`config.mk`:
```
export PLATFORM = sky130hd
export DESIGN_NAME = fs2_fault_status
export DESIGN_NICKNAME = d
export VERILOG_FILES = /design/src/common/fs2_pkg.sv /design/src/design/fs2_fault_status.sv /design/src/design/fs2_flag_bank.sv
export SDC_FILE = /design/constraint.sdc
export NUM_CORES = 1
export LEC_CHECK = 0
export BUFFER_PORTS_ARGS = -buffer_cell sky130_fd_sc_hd__buf_4
export CORE_AREA = 2 2 84 86
export DETAILED_ROUTE_END_ITERATION = 10
export DIE_AREA = 0 0 86 88
export GPL_TIMING_DRIVEN = 0
export HOLD_SLACK_MARGIN = 0.15
export MAX_ROUTING_LAYER = met4
export PLACE_DENSITY = 0.65
export SLEW_MARGIN = 20
export SYNTH_ARGS = -nofsm -noshare
export SYNTH_HDL_FRONTEND = slang
export SYNTH_SLANG_ARGS = --single-unit
```
`constraint.sdc`:
```
create_clock -name i_clk -period 0.8 [get_ports i_clk]
set_input_delay 0.08 -clock i_clk [delete_from_list [all_inputs] [get_ports i_clk]]
set_output_delay 0.08 -clock i_clk [all_outputs]
set_load 0.05 [all_outputs]
```
`src/common/fs2_pkg.sv`:
```
// fs2_pkg: constants, carriers and states for fault status register two
package fs2_pkg;

  localparam int unsigned FS2_ADDR_W = 7;
  localparam int unsigned FS2_DATA_W = 16;
  localparam logic [FS2_ADDR_W-1:0] FS2_STATUS_ADDR = 7'h25;

  localparam int unsigned FS2_BIT_COM_OV = 15;
  localparam int unsigned FS2_BIT_COM_UV = 14;
  localparam int unsigned FS2_BIT_ANA_OV = 13;
  localparam int unsigned FS2_BIT_ANA_UV = 12;
  localparam int unsigned FS2_BIT_CONV_B = 11;
  localparam int unsigned FS2_BIT_CONV_A = 10;
  localparam int unsigned FS2_BIT_GND = 9;
  localparam int unsigned FS2_BIT_THERM = 8;
  localparam int unsigned FS2_BIT_IDLE = 7;
  localparam int unsigned FS2_BIT_AN_OPEN = 6;
  localparam int unsigned FS2_BIT_PIN_SHORT = 5;
  localparam int unsigned FS2_BIT_BAL_SHORT = 4;
  localparam int unsigned FS2_BIT_BAL_OPEN = 3;
  localparam int unsigned FS2_BIT_OSC = 2;
  localparam int unsigned FS2_BIT_FUSE_DED = 1;
  localparam int unsigned FS2_BIT_FUSE_LOAD = 0;

  localparam logic [FS2_DATA_W-1:0] FS2_RESET = 16'h0000;
  localparam logic [FS2_DATA_W-1:0] FS2_W0C_MASK = 16'hFF87;
  localparam logic [FS2_DATA_W-1:0] FS2_SUMMARY_MASK = 16'h0078;
  localparam logic [FS2_DATA_W-1:0] FS2_INIT_FLIP_MASK = 16'hF206;

  localparam int unsigned FS2_AN_CHANNELS = 7;
  localparam int unsigned FS2_PIN_CHANNELS = 7;
  localparam int unsigned FS2_BAL_SWITCHES = 14;

  typedef struct packed {
    logic common_supply_over;
    logic common_supply_under;
    logic analog_supply_over;
    logic analog_supply_under;
    logic converter_b_ref;
    logic converter_a_ref;
    logic ground_loss;
    logic thermal_limit;
    logic idle_pass;
    logic low_power_osc;
    logic fuse_double_error;
    logic fuse_load;
  } fs2_events_t;

  typedef struct packed {
    logic [FS2_AN_CHANNELS-1:0] analog_open;
    logic [FS2_PIN_CHANNELS-1:0] pin_short;
    logic [FS2_BAL_SWITCHES-1:0] bal_short;
    logic [FS2_BAL_SWITCHES-1:0] bal_open;
  } fs2_detail_t;

  typedef struct packed {
    logic osc_fault;
    logic fuse_abort;
  } fs2_reset_cause_t;

  typedef struct packed {
    logic sel;
    logic wr;
    logic [FS2_ADDR_W-1:0] addr;
    logic [FS2_DATA_W-1:0] wdata;
  } fs2_reg_req_t;

  typedef enum logic [0:0] {
    FS2_ST_CAPTURE,
    FS2_ST_RUN
  } fs2_state_t;

endpackage

```
`src/design/fs2_fault_status.sv`:
```
// fs2_fault_status: fault status register two with its register port
`timescale 1ns/1ps
`default_nettype none
module fs2_fault_status #(
  parameter int unsigned AN_CHANNELS = fs2_pkg::FS2_AN_CHANNELS,
  parameter int unsigned PIN_CHANNELS = fs2_pkg::FS2_PIN_CHANNELS,
  parameter int unsigned BAL_SWITCHES = fs2_pkg::FS2_BAL_SWITCHES
) (
  input wire logic i_clk,
  input wire logic i_rstn,
  input wire fs2_pkg::fs2_reg_req_t i_reg_req,
  output logic [fs2_pkg::FS2_DATA_W-1:0] o_reg_rdata,
  output logic o_reg_ack,
  input wire fs2_pkg::fs2_events_t i_events,
  input wire fs2_pkg::fs2_detail_t i_details,
  input wire logic [fs2_pkg::FS2_DATA_W-1:0] i_init_flip,
  input wire fs2_pkg::fs2_reset_cause_t i_reset_cause,
  output logic [fs2_pkg::FS2_DATA_W-1:0] o_status,
  output logic [fs2_pkg::FS2_DATA_W-1:0] o_new_flags
);

  // or-reduction of a detail vector
  function automatic logic any_set(input logic [31:0] vec);
    any_set = |vec;
  endfunction

  // address match for this register
  function automatic logic addr_hit(input logic [fs2_pkg::FS2_ADDR_W-1:0] addr);
    addr_hit = (addr == fs2_pkg::FS2_STATUS_ADDR);
  endfunction

  // sequencer state
  fs2_pkg::fs2_state_t state_reg;
  fs2_pkg::fs2_state_t state_next;
  logic load_now;

  always_comb begin
    state_next = state_reg;
    load_now = 1'b0;
    unique case (state_reg)
      fs2_pkg::FS2_ST_CAPTURE: begin
        load_now = 1'b1;
        state_next = fs2_pkg::FS2_ST_RUN;
      end
      fs2_pkg::FS2_ST_RUN: begin
        state_next = fs2_pkg::FS2_ST_RUN;
      end
    endcase
  end

  always_ff @(posedge i_clk or negedge i_rstn) begin
    if (!i_rstn) begin
      state_reg <= fs2_pkg::FS2_ST_CAPTURE;
    end else begin
      state_reg <= state_next;
    end
  end

  // values loaded once after reset release
  logic [fs2_pkg::FS2_DATA_W-1:0] load_val;

  always_comb begin
    load_val = i_init_flip & fs2_pkg::FS2_INIT_FLIP_MASK;
    load_val[fs2_pkg::FS2_BIT_OSC] = load_val[fs2_pkg::FS2_BIT_OSC]
      | i_reset_cause.osc_fault;
    load_val[fs2_pkg::FS2_BIT_FUSE_LOAD] = i_reset_cause.fuse_abort;
  end

  // hardware set requests
  logic [fs2_pkg::FS2_DATA_W-1:0] set_vec;

  always_comb begin
    set_vec = fs2_pkg::FS2_RESET;
    set_vec[fs2_pkg::FS2_BIT_COM_OV] = i_events.common_supply_over;
    set_vec[fs2_pkg::FS2_BIT_COM_UV] = i_events.common_supply_under;
    set_vec[fs2_pkg::FS2_BIT_ANA_OV] = i_events.analog_supply_over;
    set_vec[fs2_pkg::FS2_BIT_ANA_UV] = i_events.analog_supply_under;
    set_vec[fs2_pkg::FS2_BIT_CONV_B] = i_events.converter_b_ref;
    set_vec[fs2_pkg::FS2_BIT_CONV_A] = i_events.converter_a_ref;
    set_vec[fs2_pkg::FS2_BIT_GND] = i_events.ground_loss;
    set_vec[fs2_pkg::FS2_BIT_THERM] = i_events.thermal_limit;
    set_vec[fs2_pkg::FS2_BIT_IDLE] = i_events.idle_pass;
    set_vec[fs2_pkg::FS2_BIT_OSC] = i_events.low_power_osc;
    set_vec[fs2_pkg::FS2_BIT_FUSE_DED] = i_events.fuse_double_error;
    set_vec[fs2_pkg::FS2_BIT_FUSE_LOAD] = i_events.fuse_load;
  end

  // summary levels from the detail registers
  logic [fs2_pkg::FS2_DATA_W-1:0] level_vec;

  always_comb begin
    level_vec = fs2_pkg::FS2_RESET;
    level_vec[fs2_pkg::FS2_BIT_AN_OPEN] =
      any_set(32'(i_details.analog_open));
    level_vec[fs2_pkg::FS2_BIT_PIN_SHORT] =
      any_set(32'(i_details.pin_short));
    level_vec[fs2_pkg::FS2_BIT_BAL_SHORT] =
      any_set(32'(i_details.bal_short));
    level_vec[fs2_pkg::FS2_BIT_BAL_OPEN] =
      any_set(32'(i_details.bal_open));
  end

  // host read and write decode
  logic wr_hit;
  logic rd_hit;
  logic [fs2_pkg::FS2_DATA_W-1:0] clear_vec;

  always_comb begin
    wr_hit = i_reg_req.sel & i_reg_req.wr & addr_hit(i_reg_req.addr);
    rd_hit = i_reg_req.sel & ~i_reg_req.wr & addr_hit(i_reg_req.addr);
    clear_vec = fs2_pkg::FS2_RESET;
    if (wr_hit) begin
      clear_vec = ~i_reg_req.wdata & fs2_pkg::FS2_W0C_MASK;
    end
  end

  // flag storage
  logic [fs2_pkg::FS2_DATA_W-1:0] flags;

  fs2_flag_bank #(
    .WIDTH(fs2_pkg::FS2_DATA_W),
    .W0C_MASK(fs2_pkg::FS2_W0C_MASK),
    .LEVEL_MASK(fs2_pkg::FS2_SUMMARY_MASK)
  ) u_bank (
    .i_clk(i_clk),
    .i_rstn(i_rstn),
    .i_load(load_now),
    .i_load_val(load_val),
    .i_set(set_vec),
    .i_clear(clear_vec),
    .i_level(level_vec),
    .o_flags(flags)
  );

  // read port and status outputs
  logic [fs2_pkg::FS2_DATA_W-1:0] rdata_reg;
  logic [fs2_pkg::FS2_DATA_W-1:0] rdata_next;
  logic ack_reg;
  logic ack_next;
  logic [fs2_pkg::FS2_DATA_W-1:0] prev_flags_reg;
  logic [fs2_pkg::FS2_DATA_W-1:0] new_reg;
  logic [fs2_pkg::FS2_DATA_W-1:0] new_next;

  always_comb begin
    rdata_next = fs2_pkg::FS2_RESET;
    if (rd_hit) begin
      rdata_next = flags;
    end
    ack_next = wr_hit | rd_hit;
    new_next = flags & ~prev_flags_reg;
  end

  always_ff @(posedge i_clk or negedge i_rstn) begin
    if (!i_rstn) begin
      rdata_reg <= fs2_pkg::FS2_RESET;
      ack_reg <= 1'b0;
      prev_flags_reg <= fs2_pkg::FS2_RESET;
      new_reg <= fs2_pkg::FS2_RESET;
    end else begin
      rdata_reg <= rdata_next;
      ack_reg <= ack_next;
      prev_flags_reg <= flags;
      new_reg <= new_next;
    end
  end

  assign o_reg_rdata = rdata_reg;
  assign o_reg_ack = ack_reg;
  assign o_status = flags;
  assign o_new_flags = new_reg;

endmodule // fs2_fault_status
`default_nettype wire

```
`src/design/fs2_flag_bank.sv`:
```
// fs2_flag_bank: sticky write-zero-clear flags with level-follow positions
`timescale 1ns/1ps
`default_nettype none
module fs2_flag_bank #(
  parameter int unsigned WIDTH = 16,
  parameter logic [WIDTH-1:0] W0C_MASK = '1,
  parameter logic [WIDTH-1:0] LEVEL_MASK = '0
) (
  input wire logic i_clk,
  input wire logic i_rstn,
  input wire logic i_load,
  input wire logic [WIDTH-1:0] i_load_val,
  input wire logic [WIDTH-1:0] i_set,
  input wire logic [WIDTH-1:0] i_clear,
  input wire logic [WIDTH-1:0] i_level,
  output logic [WIDTH-1:0] o_flags
);

  logic [WIDTH-1:0] flags_reg;
  logic [WIDTH-1:0] flags_next;

  always_comb begin
    flags_next = flags_reg & ~(i_clear & W0C_MASK);
    if (i_load) begin
      flags_next = flags_next | i_load_val;
    end
    flags_next = (flags_next | i_set) & W0C_MASK;
    flags_next = flags_next | (i_level & LEVEL_MASK);
  end

  always_ff @(posedge i_clk or negedge i_rstn) begin
    if (!i_rstn) begin
      flags_reg <= '0;
    end else begin
      flags_reg <= flags_next;
    end
  end

  assign o_flags = flags_reg;

endmodule // fs2_flag_bank
`default_nettype wire

```
After elaboration in Yosys (flattened, before gate mapping)
Index checks and enable logic that the tools add are counted.

Latch bits: 0. Word-level logic and storage cells: 29. Bits in read-only memories: 0. Memory bits (writable): 0. Register bits after elaboration: 66. Output and inout bits: 49. Input port bits: 99. Memories kept: 0.

Add/subtract/negate cells: 0. Mux-type cells: 3. Shift-type cells: 0. Div/mod/pow operators: 0. Reductions and logical operators: 4. $lt $le $gt $ge: 0. Eq/ne operators: 1. Bitwise operators: 15. $mul: 0.

Operators with widths (count): 16-bit 2-to-1 mux (3); 16-bit NOT (3); 16-bit bitwise AND (2); 16-bit bitwise OR (2); 14-bit OR reduction (2); 16-bit by 7-bit bitwise OR with 16-bit output (1); 7-bit OR reduction (2); 7-bit by 6-bit == test with 1-bit output (second input constant) (1); 1-bit bitwise AND (4); 1-bit bitwise OR (2); 1-bit NOT (1).

Logic depth before layout (Yosys ltp)
Depth in word-level cells: 9. Gate-level depth with buffers: 4. Depth with buffers taken out: 3.

By module
Synthesis repeated with hierarchy kept, for this count alone.

Cells, all modules: 171. Area, all modules: 2424.8 um^2.

By module, submodules not included: fs2_fault_status (instances 1, area an instance 1845.5 um^2, cells an instance 129, seq. area each 1251.2 um^2); fs2_flag_bank (instances 1, area an instance 579.3 um^2, cells an instance 42, seq. area each 400.4 um^2).

Least setup slack after synthesis
Ideal clock, no wire load.

Path kind: reg2reg. Start: register u_bank.flags_reg[2] (netlist: u_bank.o_flags[2]). End: register rdata_reg, in the netlist o_reg_rdata[2]. Library setup time: 101 ps. Stages on the path, launching flop included: 3. Clock period less this slack: 1097 ps. Path buffers: 0. Slack: -297 ps. Arrival: 997 ps. Data required time: 699 ps. Path through: dfrtp_1 inv_1 nor4_1.

Cells in the longest elaborated chain, start to end: 1.

RTL lines: start: declaration (line fs2_flag_bank.sv:19) `logic [WIDTH-1:0] flags_reg;`; start signal: assignment (line fs2_flag_bank.sv:35) `flags_reg <= flags_next;`; 16-bit 2-to-1 mux (line fs2_fault_status.sv:146) `if (rd_hit) begin`; named net rdata_next, one bit (line fs2_fault_status.sv:137) `logic [fs2_pkg::FS2_DATA_W-1:0] rdata_next;`; end signal: assignment (line fs2_fault_status.sv:155) `rdata_reg <= fs2_pkg::FS2_RESET;`; end signal: assignment (line fs2_fault_status.sv:160) `rdata_reg <= rdata_next;`; end: declaration (line fs2_fault_status.sv:136) `logic [fs2_pkg::FS2_DATA_W-1:0] rdata_reg;`.

The timed path passes the listed nets, and every way through them passes these cells.

Worst setup path after layout
Start: register u_bank.flags_reg[2] (netlist: u_bank.o_flags[2]). End: output port o_status[2] (netlist name).

RTL lines: end: declaration (line fs2_fault_status.sv:18) `output logic [fs2_pkg::FS2_DATA_W-1:0] o_status,`.

No word-level cell between the ends.

==> summary.txt <==
Routing
  • DR WL/cell: 15.1 um
  • Final wirelength: 6720 um
  • DR DRC count: 0
  • Pre-antenna DRT Iters: 4
  • Routed vias/inst: 4.66
  • Vias: 2075
  • DRT iter0 DRCs: 38
  • ANT nets after route: 0

Worst setup path
  • R2R Path End: o_reg_rdata[0]
  • WP data arrival: 0.92 ns
  • Crit-path cells: buf_6
  • Worst setup path startpoint: u_bank.o_flags[2]
  • CP Class: flip-flop to output pin
  • Reg2reg setup slack: -0.06 ns
  • Worst Setup End Kind: output pin
  • Buf/Inv on CP: 1
  • Slowest stage cell, crit path: dfrtp_2
  • CP top delay family: flip-flops
  • Worst Path Max Fanout: 3
  • CP required: 0.72 ns
  • Worst r2r src: u_bank.o_flags[0]
  • Max stage delay on crit path: 0.43 ns
  • Critical Path Start Type: flip-flop
  • Cells on worst reg2reg path: 3

Floorplanning
  • I/O pins: 148
  • Chip height: 88 um
  • Row count: 30
  • Die area: 0.00757 mm2
  • Core area: 0.00664 mm2
  • Die W: 86 um
  • Initial core utilization: 0.340

Clocking
  • Skew-Pair Late Insertion Delay: 0.34 ns
  • Htree depth: 3
  • CTS max path bufs: 2
  • CTS Hold Bufs: 28
  • Clock sinks: 66
  • Clock-pin slew on the worst setup and hold paths: 0.07 ns
  • CTS tree: done
  • CTS buffer count: 9
  • Root buf cell: clkbuf_8

Logic synthesis
  • Area share of the largest cell type after synthesis: 0.730
  • Yosys reg bits: 66
  • Main synth FF type: dfrtp_1
  • Number of synthesized flops with an enable pin: 0
  • Post-synthesis sequential area ratio: 0.730
  • Cells after Synth: 167
  • Count leader, synth: dfrtp_1
  • Top cells by count, synth: dfrtp_1, nor4_1, nor2_1
  • Net Count, Synth: 266
  • Post-Syn Area: 0.00226 mm2
  • Synth warnings: 0
  • Avg Inst Size Synth: 13.5 um2
  • Ys async rst share: 1.00
  • Cell variety after synth: 22
  • Top post-synthesis cells by area: dfrtp_1, nor4_1, and2_1, nor2b_1, a21oi_1
  • Area leader, netlist: dfrtp_1

Power
  • Pwr/cell area: 1440 mW/mm2
  • VDD IR max: 0.736 mV
  • Leakage dissipation: 0.00208 uW

Global routing
  • Initial antenna violation count: 0
  • GRT Residual Overflow: 0
  • Global Route Usage Sum: 0.182
  • Number of global-route vias before repair: 2156
  • Largest net degree at the start of global routing: 67
  • First-pass GRT wire length: 10000 um

STA
  • Final hold vios: 72
  • Endpoints failing setup: 60
  • Slew at the pin closest to its max-slew limit: 0.796 ns
  • Max-slew violations: 0
  • Period utilization: 1.25
  • Slew HR: 0.470
  • Worst hold slack: -0.168 ns
  • Tmin final: 1.00 ns
  • Clock Skew: 0.00874 ns
  • RSZ-0062 raised after global routing: yes
  • FMAX: 1.00 GHz
  • Final setup margin: -0.200 ns

Status
  • Failing checks: negative hold slack, negative setup slack
  • Status: complete, but fails checks

Final layout
  • Layout Area Growth over Synthesis: 101%
  • Layout cells sized above 1: 0.636
  • Core Util, Final: 0.683
  • Nets: 460
  • Inserted Diodes: 0

Placement
  • Port Buffers: 134
  • Placer Congestion: 0.754
  • Dpl ws: -0.408 ns
  • Detailed placement HPWL: 4060 um

Min path
  • Worst hold-check path type: input pin to asynchronous set/reset pin

Run
  • Max-cap viol count: 0
## what timing repair did
action / in CTS / in global routing
buffers inserted: 18 / 11
pin swaps: 11 / 9
endpoints found under the hold margin: 89 / 83
resized for setup: 82 / 55
setup endpoints to repair: 70 / 77
## cell usage in the layout, fill, tap and decap left out, types with 4 or more instances in the layout
master         Yosys  routed
nor2b_1           11      11
dlygate4sd3_1      0      28
and2_1            11       7
nor4_1            18       9
dfrtp_1           66      50
inv_4              0       5
a21oi_2            0       6
nand2_1            5       5
buf_6              1      69
dfrtp_2            0      16
nor4_2             0       4
buf_4              1      87
nor2_1            13       8
a21oi_1           11       4
and2_4             0       4
nor2_4             0       5
clkbuf_8           0      11
nor4_4             0       5
## final cells by class
cell class,count,area [um2]
multi-input combinational,89,792
clock inverter,3,15.0
sequential,66,1670
clock buffer,12,155
tap,80,100
fill,457,2110
buffer,4,57.6
timing repair buffer,183,1700
inverter,8,42.5
## per-layer routing
layer	global-route usage	vias up	wire length [um]
met2	0.302	91	3600
met1	0.207	999	2560
met4	0.111	0	238
met5	-	-	0
li1	-	963	-
met3	0.0302	22	320
## how the worst max path moves through the flow
stage | to | slack, ns | depth (start not counted)
final | o_status[2] | -0.20 | 1
after global routing | o_status[2] | -0.23 | 1
after CTS | o_status[2] | -0.22 | 1
after detailed placement | u_bank.o_flags[8] | -0.41 | 4
after global placement | u_bank.o_flags[10] | -0.38 | 4
after floorplan | u_bank.o_flags[14] | -0.14 | 4
## through the flow
stage	TNS (ns)	std cells	total power (uW)	area (um2)
2_1_floorplan	-1.74	167	3500	2300
3_3_place_gp	-8.52	381	3920	3410
3_5_place_dp	-9.22	381	3930	3410
4_1_cts	-8.32	442	6510	4290
5_1_grt	-9.37	445	6790	4540
6_report	-7.84	445	6520	4540
## cell families after synthesis
family,after synthesis,share of synthesized area
flops,66,0.730
compound gates,19,0.0587
other cells,1,0.00166
simple gates,69,0.183
buf+inv,12,0.0260
## where the power goes
group | internal, uW | switching, uW
clock | 1260 | 1170
combinational | 438 | 297
sequential | 3340 | 5.21
Power figures use the tool's default switching activity.
